[config.mk]
export PLATFORM = sky130hd
export DESIGN_NAME = mmd_decoder
export DESIGN_NICKNAME = d
export VERILOG_FILES = /design/src/mmd_pkg.sv /design/src/mmd_wait_timer.sv /design/src/mmd_cfg_state.sv /design/src/mmd_decoder.sv
export SDC_FILE = /design/constraint.sdc
export NUM_CORES = 1
export LEC_CHECK = 0
export BUFFER_PORTS_ARGS = -buffer_cell sky130_fd_sc_hd__buf_2
export CORE_AREA = 2 2 93 95
export DETAILED_ROUTE_END_ITERATION = 7
export DIE_AREA = 0 0 95 97
export GPL_ROUTABILITY_DRIVEN = 1
export PLACE_DENSITY = 0.86
export SETUP_SLACK_MARGIN = 0.5
export SYNTH_ARGS = -nofsm -noshare
export SYNTH_HDL_FRONTEND = slang
export SYNTH_SLANG_ARGS = --single-unit
export TNS_END_PERCENT = 1
[constraint.sdc]
create_clock -name ref_clk_in -period 3.1 [get_ports ref_clk_in]
set_input_delay 0 -clock ref_clk_in [delete_from_list [all_inputs] [get_ports ref_clk_in]]
set_output_delay 0 -clock ref_clk_in [all_outputs]
set_load 0.005 [all_outputs]
[src/mmd_pkg.sv]
`default_nettype none
package mmd_pkg;
	// ****************************************************************
	// Address map, word addresses on the 22-bit core bus.
	// ****************************************************************
	localparam logic [21:0] M01_LO = 22'h000000;
	localparam logic [21:0] M01_HI = 22'h0007FF;
	localparam logic [21:0] PF0_LO = 22'h000800;
	localparam logic [21:0] PF0_HI = 22'h000FFF;
	localparam logic [21:0] Z0_LO = 22'h002000;
	localparam logic [21:0] Z0_HI = 22'h003FFF;
	localparam logic [21:0] Z1_LO = 22'h004000;
	localparam logic [21:0] Z1_HI = 22'h005FFF;
	localparam logic [21:0] PF1_LO = 22'h006000;
	localparam logic [21:0] PF1_HI = 22'h006FFF;
	localparam logic [21:0] CAN_CTL_HI = 22'h0060FF;
	localparam logic [21:0] PF2_LO = 22'h007000;
	localparam logic [21:0] PF2_HI = 22'h007FFF;
	localparam logic [21:0] L01_LO = 22'h008000;
	localparam logic [21:0] L01_HI = 22'h009FFF;
	localparam logic [21:0] Z2_LO = 22'h080000;
	localparam logic [21:0] Z2_HI = 22'h0FFFFF;
	localparam logic [21:0] Z6_LO = 22'h100000;
	localparam logic [21:0] Z6_HI = 22'h17FFFF;
	localparam logic [21:0] OTP_LO = 22'h3D7800;
	localparam logic [21:0] OTP_HI = 22'h3D7BFF;
	localparam logic [21:0] FLASH_LO = 22'h3D8000;
	localparam logic [21:0] FLASH_HI = 22'h3F7FFF;
	localparam logic [21:0] ENTRY_LO = 22'h3F7FF6;
	localparam logic [21:0] ENTRY_HI = 22'h3F7FF7;
	localparam logic [21:0] PWD_LO = 22'h3F7FF8;
	localparam logic [21:0] PWD_HI = 22'h3F7FFF;
	localparam logic [21:0] H0_LO = 22'h3F8000;
	localparam logic [21:0] H0_HI = 22'h3F9FFF;
	localparam logic [21:0] Z7_LO = 22'h3FC000;
	localparam logic [21:0] BROM_LO = 22'h3FF000;
	localparam logic [21:0] TOP_HI = 22'h3FFFFF;
	// ****************************************************************
	// Write-protected ranges.
	// ****************************************************************
	localparam logic [21:0] WP_EMU_LO = 22'h000880;
	localparam logic [21:0] WP_EMU_HI = 22'h0009FF;
	localparam logic [21:0] WP_FLREG_LO = 22'h000A80;
	localparam logic [21:0] WP_FLREG_HI = 22'h000ADF;
	localparam logic [21:0] WP_CSM_LO = 22'h000AE0;
	localparam logic [21:0] WP_CSM_HI = 22'h000AEF;
	localparam logic [21:0] WP_PIEV_LO = 22'h000D00;
	localparam logic [21:0] WP_PIEV_HI = 22'h000DFF;
	localparam logic [21:0] WP_SYS_LO = 22'h007010;
	localparam logic [21:0] WP_SYS_HI = 22'h00702F;
	localparam logic [21:0] WP_GPMUX_LO = 22'h0070C0;
	localparam logic [21:0] WP_GPMUX_HI = 22'h0070DF;
	// ****************************************************************
	// Wait states, configuration and reset values.
	// ****************************************************************
	localparam logic [5:0] WAIT_ZERO = 6'h00;
	localparam logic [5:0] WAIT_ONE = 6'h01;
	localparam logic [5:0] WAIT_PF_READ = 6'h02;
	localparam logic [5:0] WAIT_PASSWORD = 6'h10;
	localparam logic [5:0] WAIT_BROM = 6'h01;
	localparam logic [5:0] PROT_ALIGN_CYCLES = 6'h01;
	localparam int MODE_BIT = 8;
	localparam logic [15:0] EXT_CFG_RESET = 16'h0000;
	localparam logic [15:0] EXT_CFG_MASK = 16'h0100;
	localparam logic [2:0] PROT_RESET = 3'h7;
	localparam int PROT_PF1 = 0;
	localparam int PROT_PF2 = 1;
	localparam int PROT_Z1 = 2;
	typedef enum logic [3:0] {
		TGT_NONE = 4'h0, TGT_M01 = 4'h1, TGT_PF0 = 4'h2, TGT_PF1 = 4'h3,
		TGT_PF2 = 4'h4, TGT_L01 = 4'h5, TGT_H0 = 4'h6, TGT_OTP = 4'h7,
		TGT_FLASH = 4'h8, TGT_BROM = 4'h9, TGT_Z0 = 4'hA, TGT_Z1 = 4'hB,
		TGT_Z2 = 4'hC, TGT_Z6 = 4'hD, TGT_Z7 = 4'hE
	} mmd_target_t;
	typedef enum logic [1:0] {
		ST_IDLE = 2'b01,
		ST_WAIT = 2'b10
	} mmd_state_t;
endpackage
`default_nettype wire

[src/mmd_wait_timer.sv]
`timescale 1ns/1ps
`default_nettype none
module mmd_wait_timer (
	// Clock and reset.
	input wire logic ref_clk_in,
	input wire logic rst_n_in,
	// Load and ready.
	input wire logic load_in,
	input wire logic [5:0] count_in,
	input wire logic use_ready_in,
	input wire logic ready_in,
	// Status.
	output logic expired_out
);
	logic [5:0] cnt_reg;
	logic use_ready_reg;

	always_ff @(posedge ref_clk_in or negedge rst_n_in) begin
		if (!rst_n_in) begin
			cnt_reg <= 6'h00;
			use_ready_reg <= 1'b0;
		end else if (load_in) begin
			cnt_reg <= count_in;
			use_ready_reg <= use_ready_in;
		end else if (cnt_reg != 6'h00) begin
			cnt_reg <= cnt_reg - 6'h01;
		end
	end

	// The external ready input only stretches once the programmed count has run out.
	assign expired_out = (cnt_reg == 6'h00) && (!use_ready_reg || ready_in);
endmodule
`default_nettype wire

[src/mmd_cfg_state.sv]
`timescale 1ns/1ps
`default_nettype none
module mmd_cfg_state (
	// Clock and reset.
	input wire logic ref_clk_in,
	input wire logic rst_n_in,
	// Strap and software writes.
	input wire logic boot_source_select_pin_in,
	input wire logic ext_cfg_wr_in,
	input wire logic [15:0] ext_cfg_data_in,
	input wire logic prot_wr_in,
	input wire logic [2:0] prot_data_in,
	input wire logic protected_write_unlock_in,
	input wire logic protected_write_lock_in,
	// State.
	output logic [15:0] external_bus_config_reg_out,
	output logic [2:0] prot_cfg_out,
	output logic unlocked_out
);
	logic strap_taken_reg;

	// The strap is caught at the first edge after reset release.
	always_ff @(posedge ref_clk_in or negedge rst_n_in) begin
		if (!rst_n_in) begin
			strap_taken_reg <= 1'b0;
			external_bus_config_reg_out <= mmd_pkg::EXT_CFG_RESET;
		end else if (!strap_taken_reg) begin
			strap_taken_reg <= 1'b1;
			external_bus_config_reg_out[mmd_pkg::MODE_BIT] <= boot_source_select_pin_in;
		end else if (ext_cfg_wr_in) begin
			external_bus_config_reg_out <= ext_cfg_data_in & mmd_pkg::EXT_CFG_MASK;
		end
	end

	always_ff @(posedge ref_clk_in or negedge rst_n_in) begin
		if (!rst_n_in) begin
			prot_cfg_out <= mmd_pkg::PROT_RESET;
		end else if (prot_wr_in) begin
			prot_cfg_out <= prot_data_in;
		end
	end

	always_ff @(posedge ref_clk_in or negedge rst_n_in) begin
		if (!rst_n_in) begin
			unlocked_out <= 1'b0;
		end else if (protected_write_lock_in) begin
			unlocked_out <= 1'b0;
		end else if (protected_write_unlock_in) begin
			unlocked_out <= 1'b1;
		end
	end
endmodule
`default_nettype wire

[src/mmd_decoder.sv]
// Summary of operation
// - Program-space accesses to the three peripheral frames are refused.
// - A protected read of another address right after a protected write gets one alignment cycle, kept in order.
// - Ordered protection starts on for frames 1, 2 and zone 1; software may change it.
// - Five external zones, each with its own wait count and ready-use choice.
// - Zones 0/1 share one select, zones 6/7 another.
// - Boot-source pin is sampled at reset; high selects external zone 7.
// - Microprocessor mode maps zone 7 high and disables the boot ROM.
// - Microcomputer mode disables zone 7; vectors come from boot ROM.
// - Reset pin level lands in the mode bit; software writes remap.
// - Mode changes leave all other blocks mapped as before.
// - No I/O space on the external bus; only memory space decodes.
// - Frames 1 and 2: writes zero wait, reads two wait.
// - OTP uses programmed wait count, minimum one.
// - Flash uses programmed wait, may be zero; password words always sixteen.
// - External zones take at least one wait; ready may stretch further.
// - Frame 0 accepts 16-bit and 32-bit accesses.
// - CAN control registers need 32-bit even-aligned writes.
// - Frame 2 accepts only 16-bit writes; 32-bit writes are ignored.
// - Protected-range writes blocked until unlock, blocked again after lock.
// - Flash control registers also need the security module unlocked.
// - Top eight flash words decode as the 128-bit password.
// - Two flash words below the password decode as boot entry point.
// - Boot-source mode is bit 8 of the external bus config register.
`timescale 1ns/1ps
`default_nettype none
module mmd_decoder #(
	parameter int ZONES = 5,
	parameter int ZW = 5
) (
	// Clock and reset.
	input wire logic ref_clk_in,
	input wire logic rst_n_in,
	// Core request.
	input wire logic req_valid_in,
	input wire logic [21:0] req_addr_in,
	input wire logic req_write_in,
	input wire logic req_prog_in,
	input wire logic req_io_in,
	input wire logic req_wide_in,
	// Configuration.
	input wire logic boot_source_select_pin_in,
	input wire logic ext_cfg_wr_in,
	input wire logic [15:0] ext_cfg_data_in,
	input wire logic prot_wr_in,
	input wire logic [2:0] prot_data_in,
	input wire logic protected_write_unlock_in,
	input wire logic protected_write_lock_in,
	input wire logic code_security_locked_in,
	input wire logic [ZONES*ZW-1:0] zone_wait_in,
	input wire logic [ZONES-1:0] zone_ready_use_in,
	input wire logic [3:0] flash_wait_in,
	input wire logic [3:0] otp_wait_in,
	// External bus.
	input wire logic ext_ready_in,
	output logic zone_pair_low_select_n_out,
	output logic zone2_select_n_out,
	output logic zone_pair_high_select_n_out,
	// Access result.
	output logic req_ready_out,
	output logic [3:0] target_out,
	output logic fault_out,
	output logic write_allowed_out,
	output logic password_hit_out,
	output logic entry_point_hit_out,
	output logic done_out,
	output logic write_strobe_out,
	output logic [15:0] external_bus_config_out
);
	// ****************************************************************
	// Configuration state and wait timer.
	// ****************************************************************
	logic [2:0] prot_cfg;
	logic unlocked;
	logic mode_bit;
	logic expired;
	logic accept;
	mmd_pkg::mmd_state_t state_reg;

	mmd_cfg_state u_cfg (
		.ref_clk_in(ref_clk_in),
		.rst_n_in(rst_n_in),
		.boot_source_select_pin_in(boot_source_select_pin_in),
		.ext_cfg_wr_in(ext_cfg_wr_in),
		.ext_cfg_data_in(ext_cfg_data_in),
		.prot_wr_in(prot_wr_in),
		.prot_data_in(prot_data_in),
		.protected_write_unlock_in(protected_write_unlock_in),
		.protected_write_lock_in(protected_write_lock_in),
		.external_bus_config_reg_out(external_bus_config_out),
		.prot_cfg_out(prot_cfg),
		.unlocked_out(unlocked)
	);
	assign mode_bit = external_bus_config_out[mmd_pkg::MODE_BIT];
	assign accept = req_valid_in && (state_reg == mmd_pkg::ST_IDLE);

	// ****************************************************************
	// Address decode.
	// ****************************************************************
	mmd_pkg::mmd_target_t dec_tgt;
	logic dec_fault;
	logic dec_wr_ok;
	logic dec_prot;
	logic dec_use_rdy;
	logic [5:0] dec_wait;
	logic [5:0] zwait;
	logic [2:0] zidx;
	logic wprot;
	logic in_pf;
	logic last_prot_wr_reg;
	logic [21:0] last_addr_reg;
	logic [21:0] a;

	always_comb begin
		a = req_addr_in;
		dec_tgt = mmd_pkg::TGT_NONE;
		zidx = 3'h0;
		if (a <= mmd_pkg::M01_HI) dec_tgt = mmd_pkg::TGT_M01;
		else if (a >= mmd_pkg::PF0_LO && a <= mmd_pkg::PF0_HI) dec_tgt = mmd_pkg::TGT_PF0;
		else if (a >= mmd_pkg::Z0_LO && a <= mmd_pkg::Z0_HI) dec_tgt = mmd_pkg::TGT_Z0;
		else if (a >= mmd_pkg::Z1_LO && a <= mmd_pkg::Z1_HI) dec_tgt = mmd_pkg::TGT_Z1;
		else if (a >= mmd_pkg::PF1_LO && a <= mmd_pkg::PF1_HI) dec_tgt = mmd_pkg::TGT_PF1;
		else if (a >= mmd_pkg::PF2_LO && a <= mmd_pkg::PF2_HI) dec_tgt = mmd_pkg::TGT_PF2;
		else if (a >= mmd_pkg::L01_LO && a <= mmd_pkg::L01_HI) dec_tgt = mmd_pkg::TGT_L01;
		else if (a >= mmd_pkg::Z2_LO && a <= mmd_pkg::Z2_HI) dec_tgt = mmd_pkg::TGT_Z2;
		else if (a >= mmd_pkg::Z6_LO && a <= mmd_pkg::Z6_HI) dec_tgt = mmd_pkg::TGT_Z6;
		else if (a >= mmd_pkg::OTP_LO && a <= mmd_pkg::OTP_HI) dec_tgt = mmd_pkg::TGT_OTP;
		else if (a >= mmd_pkg::FLASH_LO && a <= mmd_pkg::FLASH_HI) dec_tgt = mmd_pkg::TGT_FLASH;
		else if (a >= mmd_pkg::H0_LO && a <= mmd_pkg::H0_HI) dec_tgt = mmd_pkg::TGT_H0;
		else if (a >= mmd_pkg::Z7_LO && mode_bit) dec_tgt = mmd_pkg::TGT_Z7;
		else if (a >= mmd_pkg::BROM_LO && !mode_bit) dec_tgt = mmd_pkg::TGT_BROM;
		case (dec_tgt)
			mmd_pkg::TGT_Z1: zidx = 3'h1;
			mmd_pkg::TGT_Z2: zidx = 3'h2;
			mmd_pkg::TGT_Z6: zidx = 3'h3;
			mmd_pkg::TGT_Z7: zidx = 3'h4;
			default: zidx = 3'h0;
		endcase
		// Every external zone has its own count and ready choice.
		zwait = {1'b0, zone_wait_in[zidx*ZW +: ZW]};
		dec_use_rdy = 1'b0;
		in_pf = (dec_tgt == mmd_pkg::TGT_PF0) || (dec_tgt == mmd_pkg::TGT_PF1) ||
			(dec_tgt == mmd_pkg::TGT_PF2);
		dec_fault = (dec_tgt == mmd_pkg::TGT_NONE) || req_io_in;
		if (req_prog_in && in_pf) begin
			dec_fault = 1'b1;
		end
		wprot = (a >= mmd_pkg::WP_EMU_LO && a <= mmd_pkg::WP_EMU_HI) ||
			(a >= mmd_pkg::WP_FLREG_LO && a <= mmd_pkg::WP_FLREG_HI) ||
			(a >= mmd_pkg::WP_CSM_LO && a <= mmd_pkg::WP_CSM_HI) ||
			(a >= mmd_pkg::WP_PIEV_LO && a <= mmd_pkg::WP_PIEV_HI) ||
			(a >= mmd_pkg::WP_SYS_LO && a <= mmd_pkg::WP_SYS_HI) ||
			(a >= mmd_pkg::WP_GPMUX_LO && a <= mmd_pkg::WP_GPMUX_HI);
		dec_wr_ok = req_write_in && !dec_fault && (!wprot || unlocked);
		if (a >= mmd_pkg::WP_FLREG_LO && a <= mmd_pkg::WP_FLREG_HI && code_security_locked_in) begin
			dec_wr_ok = 1'b0;
		end
		// Frame 0 takes either width, so no width check applies there.
		if (dec_tgt == mmd_pkg::TGT_PF2 && req_wide_in) begin
			dec_wr_ok = 1'b0;
		end
		if (dec_tgt == mmd_pkg::TGT_PF1 && a <= mmd_pkg::CAN_CTL_HI && (!req_wide_in || a[0])) begin
			dec_wr_ok = 1'b0;
		end
		case (dec_tgt)
			mmd_pkg::TGT_PF1, mmd_pkg::TGT_PF2: begin
				dec_wait = req_write_in ? mmd_pkg::WAIT_ZERO : mmd_pkg::WAIT_PF_READ;
			end
			mmd_pkg::TGT_OTP: begin
				dec_wait = (otp_wait_in == 4'h0) ? mmd_pkg::WAIT_ONE : {2'b00, otp_wait_in};
			end
			mmd_pkg::TGT_FLASH: begin
				dec_wait = {2'b00, flash_wait_in};
				if (a >= mmd_pkg::PWD_LO) begin
					dec_wait = mmd_pkg::WAIT_PASSWORD;
				end
			end
			mmd_pkg::TGT_BROM: dec_wait = mmd_pkg::WAIT_BROM;
			mmd_pkg::TGT_Z0, mmd_pkg::TGT_Z1, mmd_pkg::TGT_Z2, mmd_pkg::TGT_Z6,
			mmd_pkg::TGT_Z7: begin
				dec_wait = (zwait == 6'h00) ? mmd_pkg::WAIT_ONE : zwait;
				dec_use_rdy = zone_ready_use_in[zidx];
			end
			default: dec_wait = mmd_pkg::WAIT_ZERO;
		endcase
		if (dec_fault) begin
			dec_wait = mmd_pkg::WAIT_ZERO;
			dec_use_rdy = 1'b0;
		end
		dec_prot = !dec_fault && ((dec_tgt == mmd_pkg::TGT_PF1 && prot_cfg[mmd_pkg::PROT_PF1]) ||
			(dec_tgt == mmd_pkg::TGT_PF2 && prot_cfg[mmd_pkg::PROT_PF2]) ||
			(dec_tgt == mmd_pkg::TGT_Z1 && prot_cfg[mmd_pkg::PROT_Z1]));
		// A protected read of another address right after a protected write waits so the write stays first.
		if (dec_prot && !req_write_in && last_prot_wr_reg && a != last_addr_reg) begin
			dec_wait = dec_wait + mmd_pkg::PROT_ALIGN_CYCLES;
		end
	end

	mmd_wait_timer u_wait (
		.ref_clk_in(ref_clk_in),
		.rst_n_in(rst_n_in),
		.load_in(accept),
		.count_in(dec_wait),
		.use_ready_in(dec_use_rdy),
		.ready_in(ext_ready_in),
		.expired_out(expired)
	);

	// ****************************************************************
	// Access sequencing.
	// ****************************************************************
	always_ff @(posedge ref_clk_in or negedge rst_n_in) begin
		if (!rst_n_in) begin
			state_reg <= mmd_pkg::ST_IDLE;
			req_ready_out <= 1'b0;
			done_out <= 1'b0;
			write_strobe_out <= 1'b0;
		end else begin
			done_out <= 1'b0;
			write_strobe_out <= 1'b0;
			case (state_reg)
				mmd_pkg::ST_IDLE: begin
					req_ready_out <= 1'b1;
					if (accept) begin
						state_reg <= mmd_pkg::ST_WAIT;
						req_ready_out <= 1'b0;
					end
				end
				mmd_pkg::ST_WAIT: begin
					if (expired) begin
						state_reg <= mmd_pkg::ST_IDLE;
						req_ready_out <= 1'b1;
						done_out <= 1'b1;
						write_strobe_out <= write_allowed_out;
					end
				end
				default: state_reg <= mmd_pkg::ST_IDLE;
			endcase
		end
	end

	always_ff @(posedge ref_clk_in or negedge rst_n_in) begin
		if (!rst_n_in) begin
			target_out <= 4'h0;
			fault_out <= 1'b0;
			write_allowed_out <= 1'b0;
			password_hit_out <= 1'b0;
			entry_point_hit_out <= 1'b0;
			last_prot_wr_reg <= 1'b0;
			last_addr_reg <= 22'h000000;
		end else if (accept) begin
			target_out <= dec_fault ? 4'h0 : dec_tgt;
			fault_out <= dec_fault;
			write_allowed_out <= dec_wr_ok;
			password_hit_out <= !dec_fault && a >= mmd_pkg::PWD_LO && a <= mmd_pkg::PWD_HI;
			entry_point_hit_out <= !dec_fault && a >= mmd_pkg::ENTRY_LO &&
				a <= mmd_pkg::ENTRY_HI;
			last_prot_wr_reg <= dec_prot && req_write_in;
			last_addr_reg <= a;
		end
	end

	// Paired zones drive one shared select, giving mirrored images.
	always_ff @(posedge ref_clk_in or negedge rst_n_in) begin
		if (!rst_n_in) begin
			zone_pair_low_select_n_out <= 1'b1;
			zone2_select_n_out <= 1'b1;
			zone_pair_high_select_n_out <= 1'b1;
		end else if (accept && !dec_fault) begin
			zone_pair_low_select_n_out <= !(dec_tgt == mmd_pkg::TGT_Z0 ||
				dec_tgt == mmd_pkg::TGT_Z1);
			zone2_select_n_out <= !(dec_tgt == mmd_pkg::TGT_Z2);
			zone_pair_high_select_n_out <= !(dec_tgt == mmd_pkg::TGT_Z6 ||
				dec_tgt == mmd_pkg::TGT_Z7);
		end else if (state_reg == mmd_pkg::ST_WAIT && expired) begin
			zone_pair_low_select_n_out <= 1'b1;
			zone2_select_n_out <= 1'b1;
			zone_pair_high_select_n_out <= 1'b1;
		end
	end
endmodule
`default_nettype wire

==> summary.txt <==
Floorplan
  • Site row count: 33
  • Die W: 95 um
  • Die area: 0.00922 mm^2
  • CORE AREA: 0.00813 mm^2
  • Die height: 97 um
  • IO Pins: 123
  • Starting density of the core: 47.3%

Logic synthesis
  • Count leader, synth: nand2_1
  • Area leader, netlist: dfrtp_1
  • Synthesized area per cell: 8.40 um^2
  • Post-synth top area share: 29.3%
  • Mapped cell area: 0.00385 mm^2
  • Post-synth EDFFs: 0
  • YS warnings: 0
  • Unique masters post-synth: 81
  • Commonest register cell after synthesis: dfrtp_1
  • Post-synth top cells: nand2_1, dfrtp_1, xor2_1, a21oi_1, nor2_1
  • Ys async rst share: 100%
  • Post-synthesis sequential area ratio: 34.0%
  • Syn Inst Count: 458
  • Synth area leaders: dfrtp_1, nand2_1, xor2_1, dfstp_2, buf_4
  • #FFs+latches synth: 52

Timing
  • RSZ-0062 raised after global routing: true
  • Final Hold Viols: 0
  • Final period utilization: 83.2%
  • Hold slack: 0.0150 ns
  • Setup_tns: 0 ns
  • Final setup viols: 0
  • Max Slew Vio Count: 0
  • Slew @ Worst Pin: 1.12 ns
  • Peak Freq: 388 MHz
  • Setup Skew: 0.0113 ns
  • Post-layout min period: 2.58 ns
  • Slew headroom: 25.4%

Power
  • Max VDD drop: 0.000322 V
  • PwrDens: 531 mW/mm^2
  • Leak: 2.15 nW

Detailed routing
  • Routed WL: 10.6 mm
  • Via-per-instance ratio: 5.76
  • Drt pass-1 iters: 5
  • DRC: 0
  • Vias post-DR: 3861
  • Detailed Route Iter0 Violations: 416
  • Antenna viol nets, final: 0
  • Avg WL per Cell: 15.9 um

Critical path
  • RR Endpoint: u_wait.cnt_reg[4]
  • Worst-path fanout max: 4
  • Reg2Reg Setup Slack: 0.52 ns
  • CP Launch Type: register
  • Worst path required time: 3.31 ns
  • Data arrival time of the worst path: 2.79 ns
  • CP Class: reg2reg
  • Crit end category: register
  • R2R cell count: 9
  • RR Startpoint: u_cfg.external_bus_config_reg_out[8]

Run
  • Maxcap violations: 0

Final layout
  • Final nets: 658
  • Share of cells above drive strength 1: 26.9%
  • Max FFs per register: 22
  • Storage cell area: 0.00131 mm^2
  • Area grow syn2layout: 22.4%
  • Fill cells: 723
  • Multi-input gate area: 0.00237 mm^2
  • Diode count: 0

GRT
  • Gr ovfl total: 0
  • GRT met3 Usage: 3.66%
  • Overall routing resource usage: 23.5%
  • Largest net degree at the start of global routing: 53
  • Vias in the first global route: 3806
  • Initial antenna violation count: 0
  • First-pass GRT wire length: 17.5 mm
  • M1 GR Usage: 30.3%
  • Global Route met2 Usage: 40.6%
  • Busiest grt layer: met2

Clock tree
  • CTS Root Cell: clkbuf_8
  • CTS tree: done
  • Clock Latency Late Sink: 0.31 ns
  • Clock sinks: 52
  • Clock buffer depth: 2
  • CTS Buf Count: 5
  • Clk slew on worst S/H paths: 0.10 ns
  • H-tree lvl count: 2

Placed design
  • Number of port buffers: 92
  • HPWL after detailed placement: 7.87 mm
  • Routability cong.: 0.878

Hold path
  • Hold Path End: last_addr_reg[16]
  • Worst hold start: req_addr_in[16]
  • Hold Path Depth: 3
  • Worst min-delay path class: in2reg

Run status
  • Outcome: finished, final reports clean
power breakdown:
part / switching [mW] / total (mW) / internal, mW / leakage (nW)
Clock: 0.240 / 0.402 / 0.162 / 0.0485
Sequential: 0.159 / 1.10 / 0.937 / 0.641
Combinational: 0.572 / 1.00 / 0.430 / 1.46
Total: 0.971 / 2.50 / 1.53 / 2.15
how the worst max path moves through the flow:
stage               depth (start not counted)                                 start  slack (ns)           endpoint
global placement                           10                       req_addr_in[21]        0.40  u_wait.cnt_reg[4]
detailed placement                         10                       req_addr_in[21]        0.34  u_wait.cnt_reg[4]
global route                               10  u_cfg.external_bus_config_reg_out[8]        0.44  u_wait.cnt_reg[4]
finish                                      9  u_cfg.external_bus_config_reg_out[8]        0.52  u_wait.cnt_reg[4]
floorplan                                   9  u_cfg.external_bus_config_reg_out[8]        0.63  u_wait.cnt_reg[4]
CTS                                         9  u_cfg.external_bus_config_reg_out[8]        0.51  u_wait.cnt_reg[4]
area by class of cell:
| cell class | instances | share of cell area, % |
|---|---|---|
| repair buffers | 126 | 16.5 |
| flip-flops and latches | 52 | 27.8 |
| inverters | 8 | 0.637 |
| clock buffers | 5 | 1.46 |
| multi-input cells | 371 | 50.4 |
| well taps | 105 | 2.79 |
| clock inverters | 3 | 0.478 |
stage by stage:
stage          area (um^2)  worst slack (ns)  power, mW  utilization [%]  cells
4_1_cts               4660             0.513       2.50             57.3    669
3_3_place_gp          4260             0.402       2.01             52.3    632
2_1_floorplan         3900             0.632       1.78                -    472
5_1_grt               4710             0.438       2.70             57.9    670
6_report              4710             0.520       2.50             57.9    670
3_5_place_dp          4260             0.337       2.06             52.3    632
kinds of logic (layout without fill, tap and decap cells):
| family | after synthesis | in the layout | share of synthesized area [%] |
|---|---|---|---|
| and+or+nand+nor | 217 | 217 | 29.6 |
| AOI/OAI and AO/OA | 98 | 98 | 18.9 |
| muxes | 8 | 8 | 2.21 |
| other | 2 | 16 | 0.195 |
| adders and majority gates | 1 | 1 | 0.325 |
| xor gates and xnor gates | 31 | 31 | 7.05 |
| DFF | 52 | 52 | 34.0 |
| buffers and inverters | 49 | 142 | 7.67 |
layout by cell type (no fill, tap or decap), drive strengths merged, types with 12 or more instances in the layout:
cell	n
nor2	21
a21oi	21
conb	16
o21ai	16
dlygate4sd3	24
buf	102
nor4	12
dfrtp	45
nand2	105
xor2	22
nor3	13
worst max-delay path: stages, from the launching register on:
cell and delay, ns:
dfrtp_1 0.43, nand4b_1 0.21, o2bb2a_4 0.23, a2bb2oi_2 0.17, and2_4 0.16, o311ai_4 0.29
and4bb_4 0.32, o2111ai_4 0.14, o211a_1 0.25, o31a_1 0.27
routing by layer:
layer | vias up | part of all wire (%)
met5 | - | 0
met4 | 0 | 2.1
met3 | 30 | 6.6
met2 | 185 | 51
met1 | 1841 | 40
li1 | 1805 | -
repair_timing:
action	in CTS	in global routing
endpoints found under the setup margin	3	6
setup buffers	5	1
resized for setup	6	8
pin swaps	7	6
hold buffers	24	0
endpoints found under the hold margin	64	0
Power figures use the tool's default switching activity.
